## config.mk

```make
export PLATFORM = sky130hd
export DESIGN_NAME = vamp_i2c_target
export DESIGN_NICKNAME = d
export VERILOG_FILES = /design/src/rtl/vamp_ctrl_pkg.sv /design/src/rtl/chan_decode.sv /design/src/rtl/vamp_i2c_target.sv
export SDC_FILE = /design/constraint.sdc
export NUM_CORES = 1
export LEC_CHECK = 0
export ABC_AREA = 1
export BUFFER_PORTS_ARGS = -buffer_cell sky130_fd_sc_hd__buf_2
export CORE_ASPECT_RATIO = 2
export CORE_MARGIN = 3
export CORE_UTILIZATION = 30
export CTS_BUF_LIST = sky130_fd_sc_hd__clkbuf_8 sky130_fd_sc_hd__clkbuf_16
export CTS_CLUSTER_DIAMETER = 200
export CTS_CLUSTER_SIZE = 25
export DETAILED_ROUTE_END_ITERATION = 6
export PLACE_DENSITY = 0.57
export SETUP_SLACK_MARGIN = 0.2
export SLEW_MARGIN = 40
export SYNTH_ARGS = -nofsm -noshare
export SYNTH_HDL_FRONTEND = slang
export SYNTH_HIERARCHICAL = 1
export SYNTH_SLANG_ARGS = --single-unit
```

## constraint.sdc

```tcl
create_clock -name CLK -period 3.03 [get_ports CLK]
set_clock_uncertainty 0.1 [all_clocks]
set_input_delay 0.606 -clock CLK [delete_from_list [all_inputs] [get_ports CLK]]
set_output_delay 0.606 -clock CLK [all_outputs]
set_load 0.02 [all_outputs]
```

## src/rtl/vamp_ctrl_pkg.sv

```systemverilog
// Purpose: shared constants for the video amplifier control target
// Assumes: 7-bit target addressing, one register per channel
// Notes:   field positions and codes of the channel register
package vamp_ctrl_pkg;
	localparam logic [4:0] ADDR_FIXED       = 5'h0b;
	localparam int         NUM_CHANNELS     = 3;
	localparam int         REG_WIDTH        = 8;
	localparam int         FILT_HI          = 7;
	localparam int         FILT_LO          = 6;
	localparam int         MUX_BIT          = 5;
	localparam int         MODE_HI          = 2;
	localparam int         MODE_LO          = 0;
	localparam logic [7:0] SUB_CH1          = 8'h01;
	localparam logic [7:0] SUB_CH3          = 8'h03;
	localparam logic [1:0] FILT_500K        = 2'h0;
	localparam logic [1:0] FILT_2M5         = 2'h1;
	localparam logic [1:0] FILT_5M          = 2'h2;
	localparam logic [2:0] MODE_OFF         = 3'h0;
	localparam logic [2:0] MODE_MUTE        = 3'h1;
	localparam logic [2:0] MODE_DC          = 3'h2;
	localparam logic [2:0] MODE_DC_OFS      = 3'h3;
	localparam logic [2:0] MODE_AC          = 3'h4;
	localparam logic [2:0] MODE_CLAMP_LOW   = 3'h5;
	localparam logic [2:0] MODE_CLAMP_MID   = 3'h6;
	localparam logic [2:0] MODE_CLAMP_HIGH  = 3'h7;
	localparam logic [2:0] BIAS_NONE        = 3'h0;
	localparam logic [3:0] BIT_LAST         = 4'h7;
	localparam logic [2:0] CH_RESET_VALUE   = 3'h0;
	localparam logic [7:0] CFG_RESET_VALUE  = 8'h00;
endpackage

```

## src/rtl/chan_decode.sv

```systemverilog
// Purpose: decode one channel register into analog control levels
// Assumes: register value comes from the same clock domain
// Notes:   outputs are registered
`timescale 1ns/1ns
module chan_decode
(
	input  wire logic       clk,
	input  wire logic       rst,
	input  wire logic [7:0] cfg,
	output logic            enable,
	output logic            mute,
	output logic            mux_b,
	output logic            dc_bias,
	output logic            dc_offset,
	output logic            ac_bias,
	output logic            clamp_on,
	output logic [2:0]      sink_level,
	output logic [1:0]      clamp_filt
);
	logic [2:0] mode;
	logic [1:0] fsel;
	logic [11:0] dec_nxt;
	logic [11:0] dec_r;

	assign mode = cfg[vamp_ctrl_pkg::MODE_HI:vamp_ctrl_pkg::MODE_LO];
	assign fsel = cfg[vamp_ctrl_pkg::FILT_HI:vamp_ctrl_pkg::FILT_LO];

	always_comb
	begin
		dec_nxt = '0;
		// bits 4 and 3 never looked at
		dec_nxt[0] = (mode != vamp_ctrl_pkg::MODE_OFF);
		dec_nxt[1] = (mode == vamp_ctrl_pkg::MODE_MUTE);
		dec_nxt[2] = cfg[vamp_ctrl_pkg::MUX_BIT];
		dec_nxt[3] = (mode == vamp_ctrl_pkg::MODE_DC);
		dec_nxt[4] = (mode == vamp_ctrl_pkg::MODE_DC_OFS);
		dec_nxt[5] = (mode == vamp_ctrl_pkg::MODE_AC);
		unique case (mode)
			vamp_ctrl_pkg::MODE_CLAMP_LOW:  dec_nxt[9:6] = 4'h3;
			vamp_ctrl_pkg::MODE_CLAMP_MID:  dec_nxt[9:6] = 4'h5;
			vamp_ctrl_pkg::MODE_CLAMP_HIGH: dec_nxt[9:6] = 4'h9;
			default:                        dec_nxt[9:6] = 4'h0;
		endcase
		// filter select only meaningful in clamp modes
		if (dec_nxt[6])
		begin
			unique case (fsel)
				2'h0:    dec_nxt[11:10] = vamp_ctrl_pkg::FILT_500K;
				2'h1:    dec_nxt[11:10] = vamp_ctrl_pkg::FILT_2M5;
				default: dec_nxt[11:10] = vamp_ctrl_pkg::FILT_5M;
			endcase
		end
	end

	always_ff @(posedge clk or posedge rst)
	begin
		if (rst)
			dec_r <= '0;
		else
			dec_r <= dec_nxt;
	end

	assign enable     = dec_r[0];
	assign mute       = dec_r[1];
	assign mux_b      = dec_r[2];
	assign dc_bias    = dec_r[3];
	assign dc_offset  = dec_r[4];
	assign ac_bias    = dec_r[5];
	assign clamp_on   = dec_r[6];
	assign sink_level = dec_r[9:7];
	assign clamp_filt = dec_r[11:10];
endmodule

```

## src/rtl/vamp_i2c_target.sv

```systemverilog
// Purpose: i2c target holding three channel configuration registers
// Assumes: SCL and SDA oversampled by CLK (20 MHz) after two flops
// Notes:   SDA is open drain: SDA_OE high pulls the line low
//
// Behaviour
// - bits 7:6 pick clamp filter 500k/2.5M/5M
// - filter select ignored outside clamp modes
// - bit 5 selects input A or B
// - bits 4:3 reserved, no effect
// - low bits: off, mute, dc, dc+offset, ac
// - codes 101-111 clamp low/mid/high sink
// - each channel has its own register
// - write: addr+0, subaddress, data, all acked
// - ack subaddress and data after full byte
// - one data byte per transaction only
// - address bits 2:1 compared to live pins
// - read: addr+1, ack, return selected register
// - all bytes shifted msb first
// - fixed address prefix 01011
// - subaddresses 1,2,3 map to channels 1-3
// - stuck ack released by one SCL cycle
`timescale 1ns/1ns
module vamp_i2c_target
(
	input  wire logic       CLK,
	input  wire logic       RST,
	input  wire logic       SCL,
	input  wire logic       SDA_IN,
	output logic            SDA_OUT,
	output logic            SDA_OE,
	input  wire logic       ADDR_SEL_HI,
	input  wire logic       ADDR_SEL_LO,
	output logic [2:0]      CH_ENABLE,
	output logic [2:0]      CH_MUTE,
	output logic [2:0]      CH_MUX_B,
	output logic [2:0]      CH_DC_BIAS,
	output logic [2:0]      CH_DC_OFFSET,
	output logic [2:0]      CH_AC_BIAS,
	output logic [2:0]      CH_CLAMP_ON,
	output logic [8:0]      CH_SINK_LEVEL,
	output logic [5:0]      CH_CLAMP_FILT
);
	typedef enum logic [2:0]
	{
		ST_IDLE = 3'b000,
		ST_ADDR = 3'b001,
		ST_SUB  = 3'b010,
		ST_DATA = 3'b011,
		ST_READ = 3'b100,
		ST_DONE = 3'b101
	} state_t;

	// ------------------------------------------------------------
	// pin synchronisers
	// ------------------------------------------------------------
	logic [1:0] scl_s_r;
	logic [1:0] sda_s_r;
	logic [1:0] asel_s_r;
	logic [1:0] asel_m_r;
	logic       scl_d_r;
	logic       sda_d_r;

	always_ff @(posedge CLK or posedge RST)
	begin
		if (RST)
		begin
			scl_s_r  <= 2'h3;
			sda_s_r  <= 2'h3;
			asel_m_r <= 2'h0;
			asel_s_r <= 2'h0;
			scl_d_r  <= 1'b1;
			sda_d_r  <= 1'b1;
		end
		else
		begin
			scl_s_r  <= {scl_s_r[0], SCL};
			sda_s_r  <= {sda_s_r[0], SDA_IN};
			// address pins are resampled every clock, never latched
			asel_m_r <= {ADDR_SEL_HI, ADDR_SEL_LO};
			asel_s_r <= asel_m_r;
			scl_d_r  <= scl_s_r[1];
			sda_d_r  <= sda_s_r[1];
		end
	end

	logic scl;
	logic sda;
	logic scl_rise;
	logic scl_fall;
	logic start_det;
	logic stop_det;

	assign scl       = scl_s_r[1];
	assign sda       = sda_s_r[1];
	assign scl_rise  = scl & ~scl_d_r;
	assign scl_fall  = ~scl & scl_d_r;
	assign start_det = scl & scl_d_r & sda_d_r & ~sda;
	assign stop_det  = scl & scl_d_r & ~sda_d_r & sda;

	// ------------------------------------------------------------
	// protocol engine
	// ------------------------------------------------------------
	state_t     state_r;
	state_t     state_nxt;
	logic [3:0] bit_r;
	logic [3:0] bit_nxt;
	logic [7:0] shift_r;
	logic [7:0] shift_nxt;
	logic       ack_phase_r;
	logic       ack_phase_nxt;
	logic       drive_r;
	logic       drive_nxt;
	logic       sda_oe_r;
	logic       sda_oe_nxt;
	logic [1:0] sub_r;
	logic [1:0] sub_nxt;
	logic       sub_ok_r;
	logic       sub_ok_nxt;
	logic [7:0] cfg_r [vamp_ctrl_pkg::NUM_CHANNELS];
	logic [7:0] cfg_nxt [vamp_ctrl_pkg::NUM_CHANNELS];

	function automatic logic [7:0] read_value(input logic [1:0] sel, input logic ok,
		input logic [7:0] c0, input logic [7:0] c1, input logic [7:0] c2);
		logic [7:0] v;
		v = 8'h00;
		if (ok)
		begin
			unique case (sel)
				2'h1:    v = c0;
				2'h2:    v = c1;
				default: v = c2;
			endcase
		end
		return v;
	endfunction

	always_comb
	begin
		state_nxt     = state_r;
		bit_nxt       = bit_r;
		shift_nxt     = shift_r;
		ack_phase_nxt = ack_phase_r;
		drive_nxt     = drive_r;
		sda_oe_nxt    = sda_oe_r;
		sub_nxt       = sub_r;
		sub_ok_nxt    = sub_ok_r;
		for (int i = 0; i < vamp_ctrl_pkg::NUM_CHANNELS; i++)
			cfg_nxt[i] = cfg_r[i];

		if (start_det)
		begin
			state_nxt     = ST_ADDR;
			bit_nxt       = 4'h0;
			ack_phase_nxt = 1'b0;
			sda_oe_nxt    = 1'b0;
			drive_nxt     = 1'b0;
		end
		else if (stop_det)
		begin
			// a stop inside an ack slot must not leave a read pending
			state_nxt     = ST_IDLE;
			sda_oe_nxt    = 1'b0;
			ack_phase_nxt = 1'b0;
			drive_nxt     = 1'b0;
		end
		else if (scl_rise && !ack_phase_r && state_r != ST_IDLE && state_r != ST_DONE)
		begin
			if (state_r == ST_READ && bit_r == 4'h8)
			begin
				// host ack slot of the read byte: nack or ack, no second byte follows
				state_nxt = ST_DONE;
			end
			else
			begin
				shift_nxt = {shift_r[6:0], sda};
				bit_nxt   = bit_r + 4'h1;
			end
		end
		else if (scl_fall)
		begin
			if (ack_phase_r)
			begin
				// release after the ack clock; also clears a stuck ack
				ack_phase_nxt = 1'b0;
				sda_oe_nxt    = 1'b0;
				bit_nxt       = 4'h0;
				if (drive_r)
				begin
					shift_nxt  = read_value(sub_r, sub_ok_r, cfg_r[0], cfg_r[1], cfg_r[2]);
					sda_oe_nxt = ~shift_nxt[7];
					state_nxt  = ST_READ;
					drive_nxt  = 1'b0;
				end
			end
			else if (state_r == ST_READ)
			begin
				// after the eighth bit the line belongs to the host for its ack
				if (bit_r != 4'h8)
					sda_oe_nxt = ~shift_r[7];
				else
					sda_oe_nxt = 1'b0;
			end
			else if (bit_r == 4'h8)
			begin
				bit_nxt = 4'h0;
				unique case (state_r)
					ST_ADDR:
					begin
						if (shift_r[7:3] == vamp_ctrl_pkg::ADDR_FIXED && shift_r[2:1] == asel_s_r)
						begin
							ack_phase_nxt = 1'b1;
							sda_oe_nxt    = 1'b1;
							drive_nxt     = shift_r[0];
							state_nxt     = shift_r[0] ? ST_READ : ST_SUB;
						end
						else
							state_nxt = ST_IDLE;
					end
					ST_SUB:
					begin
						ack_phase_nxt = 1'b1;
						sda_oe_nxt    = 1'b1;
						sub_nxt       = shift_r[1:0];
						sub_ok_nxt    = shift_r >= vamp_ctrl_pkg::SUB_CH1 && shift_r <= vamp_ctrl_pkg::SUB_CH3;
						state_nxt     = ST_DATA;
					end
					ST_DATA:
					begin
						ack_phase_nxt = 1'b1;
						sda_oe_nxt    = 1'b1;
						state_nxt     = ST_DONE;
						for (int i = 0; i < vamp_ctrl_pkg::NUM_CHANNELS; i++)
							if (sub_ok_r && sub_r == 2'(i + 1))
								cfg_nxt[i] = shift_r;
					end
					default:
						state_nxt = ST_IDLE;
				endcase
			end
		end
	end

	// shift register reload on a read byte happens on the falling edges
	always_ff @(posedge CLK or posedge RST)
	begin
		if (RST)
		begin
			state_r     <= ST_IDLE;
			bit_r       <= 4'h0;
			shift_r     <= 8'h00;
			ack_phase_r <= 1'b0;
			drive_r     <= 1'b0;
			sda_oe_r    <= 1'b0;
			sub_r       <= 2'h0;
			sub_ok_r    <= 1'b0;
			for (int i = 0; i < vamp_ctrl_pkg::NUM_CHANNELS; i++)
				cfg_r[i] <= vamp_ctrl_pkg::CFG_RESET_VALUE;
		end
		else
		begin
			state_r     <= state_nxt;
			bit_r       <= bit_nxt;
			shift_r     <= shift_nxt;
			ack_phase_r <= ack_phase_nxt;
			drive_r     <= drive_nxt;
			sda_oe_r    <= sda_oe_nxt;
			sub_r       <= sub_nxt;
			sub_ok_r    <= sub_ok_nxt;
			for (int i = 0; i < vamp_ctrl_pkg::NUM_CHANNELS; i++)
				cfg_r[i] <= cfg_nxt[i];
		end
	end

	assign SDA_OE  = sda_oe_r;
	// open drain: the pad only ever pulls low, the pull-up makes the ones
	assign SDA_OUT = 1'b0;

	// ------------------------------------------------------------
	// per-channel decode
	// ------------------------------------------------------------
	for (genvar g = 0; g < vamp_ctrl_pkg::NUM_CHANNELS; g++)
	begin : g_ch
		chan_decode u_dec
		(
			.clk        (CLK),
			.rst        (RST),
			.cfg        (cfg_r[g]),
			.enable     (CH_ENABLE[g]),
			.mute       (CH_MUTE[g]),
			.mux_b      (CH_MUX_B[g]),
			.dc_bias    (CH_DC_BIAS[g]),
			.dc_offset  (CH_DC_OFFSET[g]),
			.ac_bias    (CH_AC_BIAS[g]),
			.clamp_on   (CH_CLAMP_ON[g]),
			.sink_level (CH_SINK_LEVEL[3*g +: 3]),
			.clamp_filt (CH_CLAMP_FILT[2*g +: 2])
		);
	end
endmodule

```

; ---- Word-level counts from Yosys, hierarchy flattened
; Cells that the tools add are included.
; W data, S select, Z words.
[classes]
n_addsub = 1
n_mul = 0
n_div = 0
n_lt_le_gt_ge = 2
eq_ne = 46
n_shift = 0
muxes = 71
bitwise_logic = 18
reduce_logical = 41
[ops]
columns = op, count
row1 = $mux W8, 12
row2 = $eq A3 B3 Y1 const B, 13
row3 = $pmux W4 S3, 3
row4 = $mux W3, 11
row5 = $mux W4, 8
row6 = $mux W1, 27
row7 = $reduce_and A9 Y1, 3
row8 = $eq A3 B2 Y1 const B, 8
row9 = $reduce_bool A4 Y1, 5
row10 = $reduce_bool A3 Y1, 6
row11 = $pmux W8 S2, 1
row12 = $reduce_and A5 Y1, 3
row13 = $eq A3 B1 Y1 const B, 4
row14 = $ne A4 B4 Y1 const B, 3
row15 = $pmux W2 S2, 3
row16 = $reduce_and A6 Y1, 2
row17 = $not A1 Y1, 11
row18 = $reduce_bool A5 Y1, 2
row19 = $logic_and A1 B1 Y1, 9
row20 = $ne A3 B3 Y1 const B, 3
row21 = $pmux W3 S3, 1
row22 = $eq A2 B1 Y1 const B, 4
row23 = $ge A8 B1 Y1 const B, 1
row24 = $le A8 B2 Y1 const B, 1
row25 = other kinds (20), 35
[totals]
ff_bits = 91
latch_bits = 0
ram_bits = 0
rom_bits = 0
inputBits = 6
output_inout_bits = 38
wordCells = 199
n_memories = 0

; ---- Depth between registers and ports, before layout
[depth]
depth_word = 16
depth_mapped = 12
mapped_depth_nobuf = 11

; ---- Cells and area by module
; The synthesis kept the hierarchy.
[modules_own_cells]
columns = module, n_inst, cells_per_inst, area_each_um2, seq_area_each_um2
row1 = vamp_i2c_target, 1, 391, 2915.3, 1383.8
row2 = chan_decode, 3, 30, 399.1, 300.3

; ---- Worst setup path after synthesis
; No wires, ideal clock.
[synth_timing]
path_type = register to register
from = register bit_r[0]
to = register sub_ok_r
setup_ns = 0.117
arrival_ns = 1.524
required_ns = 2.813
setup_slack_ns = 1.289
path_stages_with_launch = 10
path_buffers = 0
synth_period_minus_slack_ns = 1.741
path_cell_list = dfrtp_1 inv_1 ha_1 nand2_1 nor2_2 inv_1 nor4_1 nand2_1 nand2_1 nand2_1
[synth_between]
elab_chain_cells = 2
[synth_rtl]
columns = item, line
row1 = start: declaration, vamp_i2c_target.sv:105  ; logic [3:0] bit_r;
row2 = start signal: assignment, vamp_i2c_target.sv:262  ; bit_r <= bit_nxt;
row3 = $eq A4 B4 Y1, vamp_i2c_target.sv:203  ; else if (bit_r == 4'h8)
row4 = $reduce_and A8 Y1 (no line), --
row5 = end signal: assignment, vamp_i2c_target.sv:268  ; sub_ok_r <= sub_ok_nxt;
row6 = end: declaration, vamp_i2c_target.sv:117  ; logic sub_ok_r;
; Every way passes these cells.
; A chain may end at the register's enable or synchronous reset.

; ---- Worst setup path in the final report
[layout_timing]
from = register state_r[0]
to = register sub_r[0]
[layout_between]
elab_chain_cells = 5
elab_cells_between_ends = 9
classes_between = 3 x eq/ne / 2 x bitwise / 4 x reduce/logical
[layout_rtl]
columns = item, line
row1 = start: declaration, vamp_i2c_target.sv:103  ; state_t state_r;
row2 = start signal: assignment, vamp_i2c_target.sv:261  ; state_r <= state_nxt;
row3 = $reduce_bool A3 Y1, vamp_i2c_target.sv:166  ; else if (scl_rise && !ack_phase_r && state_r != ST_IDLE && state_r != ST_DONE)
row4 = $logic_and A1 B1 Y1 (2 in series), vamp_i2c_target.sv:166
row5 = $not A1 Y1 (no line), --
row6 = $reduce_and A8 Y1 (no line) (*), --
row7 = end signal: assignment, vamp_i2c_target.sv:267  ; sub_r <= sub_nxt;
row8 = end: declaration, vamp_i2c_target.sv:115  ; logic [1:0] sub_r;
; Mark *: on every way between the ends. The rest lies on a longest branch, timed or not.

==> results.sh <==
export IMPL_status="complete, no violations"
export IMPL_cp_max_fo=28
export IMPL_overflow=0
export IMPL_die_area_um2=15200
export IMPL_ios=44
export IMPL_crit_type="flip-flop to flip-flop"
export IMPL_start_util_pct=31.1
export IMPL_place_ws_ns=0.824
export IMPL_cp_end_kind="flip-flop"
export IMPL_synthAdderAreaFrac_pct=1.52
export IMPL_avgSynthCellArea_um2=8.55
export IMPL_clock_sinks=91
export IMPL_ys_flop_type="dfrtp_1"
export IMPL_power_switching_share_pct=28.6
export IMPL_syn_nets=492
export IMPL_die_h_um=172
export IMPL_die_width_um=88.8
export IMPL_slowest_delay_ns=0.44
export IMPL_antenna_found_initial=0
export IMPL_cts_resized=0
export IMPL_grt_pass1_wl_um=16300
export IMPL_syn2layout_area_growth_pct=16.1
export IMPL_drc=0
export IMPL_fmax_ghz=0.442
export IMPL_internal_power_mw=1.94
export IMPL_clock_path_buffers=2
export IMPL_clk_pin_slew_worst_paths_ns=0.07
export IMPL_cts_hold_buf=0
export IMPL_cts_inserted_buffers=9
export IMPL_arrival_ns=2.41
export IMPL_tns_ns=0
export IMPL_synthMuxAreaShare_pct=0
export IMPL_vias=3330
export IMPL_relSlewSlack_pct=58.2
export IMPL_slowest_stage="nand4_4"
export IMPL_wl_per_cell_um=14.8
export IMPL_ys_seq_area_share_pct=55.6
export IMPL_htree_levels=3
export IMPL_synth_top_family_by_area="simple AND/OR/NAND/NOR gates"
export IMPL_synth_edf_count=0
export IMPL_worst_path_most_repeated_cell="nand2_1"
export IMPL_rsz0062_at_grt="no"
export IMPL_ys_seq_elements=91
export IMPL_ant_nets=0
export IMPL_slew_viol_final=0
export IMPL_leakagePower_nw=2.52
export IMPL_io_buffer_count=42
export IMPL_grt_max_degree=29
export IMPL_syn_area_um2=4110
export IMPL_synth_cell_types=29
export IMPL_cts_tree="done"
export IMPL_synth_compound_area_share_pct=8.03
export IMPL_core_um2=13200
export IMPL_netSwitchingPower_mw=0.777
export IMPL_cts_root_buf="clkbuf_16"
export IMPL_seqPwrFrac_pct=47.8
export IMPL_insertion_delay_ns=0.35
export IMPL_setup_ws_ns=0.766
export IMPL_post_cts_setup_buffers=0
export IMPL_synthArstFlopShare_pct=100
export IMPL_comb_power_share_pct=11.9
export IMPL_required_ns=3.17
export IMPL_drt_total_wl_um=10100
export IMPL_gp_congestion=0.925
export IMPL_clockPowerShare_pct=40.3
export IMPL_drive_gt1_share_pct=19.6
export IMPL_worstSetupStartpointType="flip-flop"
export IMPL_netlist_instances=481
export IMPL_dr_pass1_iters=4
export IMPL_synthSimpleGateAreaFrac_pct=28.7
export IMPL_p_per_area_nw_per_um2=569
export IMPL_drv_cap=0
export IMPL_grtUsageTotal_pct=14.2
export IMPL_worst_slew_pin_slew_ns=0.622
export IMPL_yosys_area_share_xor_xnor_pct=0.213
export IMPL_vdd_drop_max_uv=263
export IMPL_dp_hpwl_um=7740
export IMPL_diodes=0
export IMPL_first_global_vias=3335
export IMPL_yosys_warnings=6
export IMPL_setup_viol=0
export IMPL_hold_viol=0
export IMPL_fin_crit_sh_pct=74.7
export IMPL_worstPathCellList="nand2_1 -> nand3_1 -> nand2_2 -> nand4_4 -> inv_1 -> nand2_1 -> nand2_1 -> nand2_1"
export IMPL_nets=536
export IMPL_drtIter0Drc=133
export IMPL_rows=59
export IMPL_hold_path_class="input pin to asynchronous set/reset pin"
export IMPL_vias_per_cell=4.88
export IMPL_finalCriticalPeriod_ns=2.26
-- critical path: cells and delay by family, from the launching register on --
kind / cells / cell delay, ns
DFF: 1 / 0.43
buffers and inverters: 1 / 0.26
and+or+nand+nor: 7 / 1.36
-- placed cells by master (no fill, tap or decap), types with 6 or more instances in the layout --
master | netlist | layout
a21oi_1 | 19 | 19
buf_2 | 0 | 42
clkbuf_16 | 0 | 9
dfrtp_1 | 85 | 85
dfstp_2 | 6 | 6
inv_1 | 37 | 36
inv_2 | 13 | 14
nand2_1 | 166 | 166
nand3_1 | 28 | 28
nor2_1 | 24 | 24
nor3_1 | 10 | 10
nor3_2 | 13 | 13
o21ai_0 | 33 | 33
o22ai_1 | 6 | 6
-- final timing paths --
kind                                                         end  depth (start not counted)              startpoint  slack, ns
worst max-delay path                        sub_r[0]$_DFFE_PP0P_                          8  state_r[0]$_DFFE_PP0P_       0.77
worst min-delay path            g_ch[1].u_dec/dec_r[6]$_DFF_PP0_                          2                     RST       0.19
worst max register to register              sub_r[0]$_DFFE_PP0P_                          8  state_r[0]$_DFFE_PP0P_       0.77
worst min register to register             asel_s_r[1]$_DFF_PP0_                          0   asel_m_r[1]$_DFF_PP0_       0.25
max in group asynchronous                   cfg_r[2]$_DFFE_PP0P_                          3                     RST       1.98
min in group CLK                            scl_s_r[0]$_DFF_PP1_                          1                     SCL       0.25
-- metal layers --
metal / track usage [%] / wire length (um)
met1: 13.5 / 3480
met5: 0 / 0
met2: 26.3 / 5620
met4: 8.75 / 591
met3: 3.26 / 372
-- metrics by stage --
| step | util (%) | hold slack, ns | cell area, um^2 | std cells | total power, mW |
|---|---|---|---|---|---|
| after CTS | 36.1 | 0.212 | 4780 | 682 | 2.74 |
| after floorplan | - | 0.231 | 4110 | 481 | 1.56 |
| after global placement | 33.9 | 0.239 | 4480 | 666 | 1.63 |
| after global routing | 36.1 | 0.230 | 4780 | 682 | 2.84 |
| after detailed placement | 33.9 | 0.239 | 4480 | 666 | 1.64 |
| final | 36.1 | 0.189 | 4780 | 682 | 2.72 |
-- logic make-up (layout without fill, tap and decap cells) --
logic type,after synthesis,after routing
other cells,1,1
simple gates,258,258
fa+ha+maj,5,5
buf+inv,61,110
compound gates,64,64
flops,91,91
xor+xnor,1,1
-- sequential cells by signal, indices dropped and copies added, names as in the netlist, 2 cells and up --
| signal | cells |
|---|---|
| asel_m_r | 2 |
| state_r | 3 |
| shift_r | 8 |
| sub_r | 2 |
| scl_s_r | 2 |
| asel_s_r | 2 |
| cfg_r | 24 |
| bit_r | 4 |
| sda_s_r | 2 |
| g_ch.u_dec/dec_r | 36 |
-- power groups by stage --
stage	clock, mW	sequential [mW]	combinational [mW]
floorplan	0	1.32	0.241
global placement	0	1.32	0.314
detailed placement	0	1.32	0.320
CTS	1.12	1.30	0.322
global route	1.17	1.30	0.362
finish	1.09	1.30	0.323
-- area by class of cell --
type                       instances  area (um^2)
clock buffer                      10          239
clock inverter                     6         55.1
fill                            1362         8440
inverter                          51          191
multi-input combinational        329         1590
sequential                        91         2280
tap                              152          190
timing repair buffer              43          230
-- synthesized netlist by cell type, types with 3 or more instances --
cell type  count  area share (%)
o22ai_1        6            0.91
inv_2         13             1.2
ha_1           5             1.5
nor2_4         3            0.82
nand2_2        5            0.76
nor3_2        13             3.2
nor3_1        10             1.2
nand4_1        3            0.46
dfrtp_1       85              52
buf_4          3            0.55
inv_1         37             3.4
clkbuf_1       5            0.46
dfstp_2        6             3.8
nand2_1      166              15
a21oi_1       19             2.3
o21ai_0       33             4.0
nand3_1       28             3.4
o21ai_1        5            0.61
nor2_1        24             2.2
Note: power is estimated with default switching activity, not from simulation.
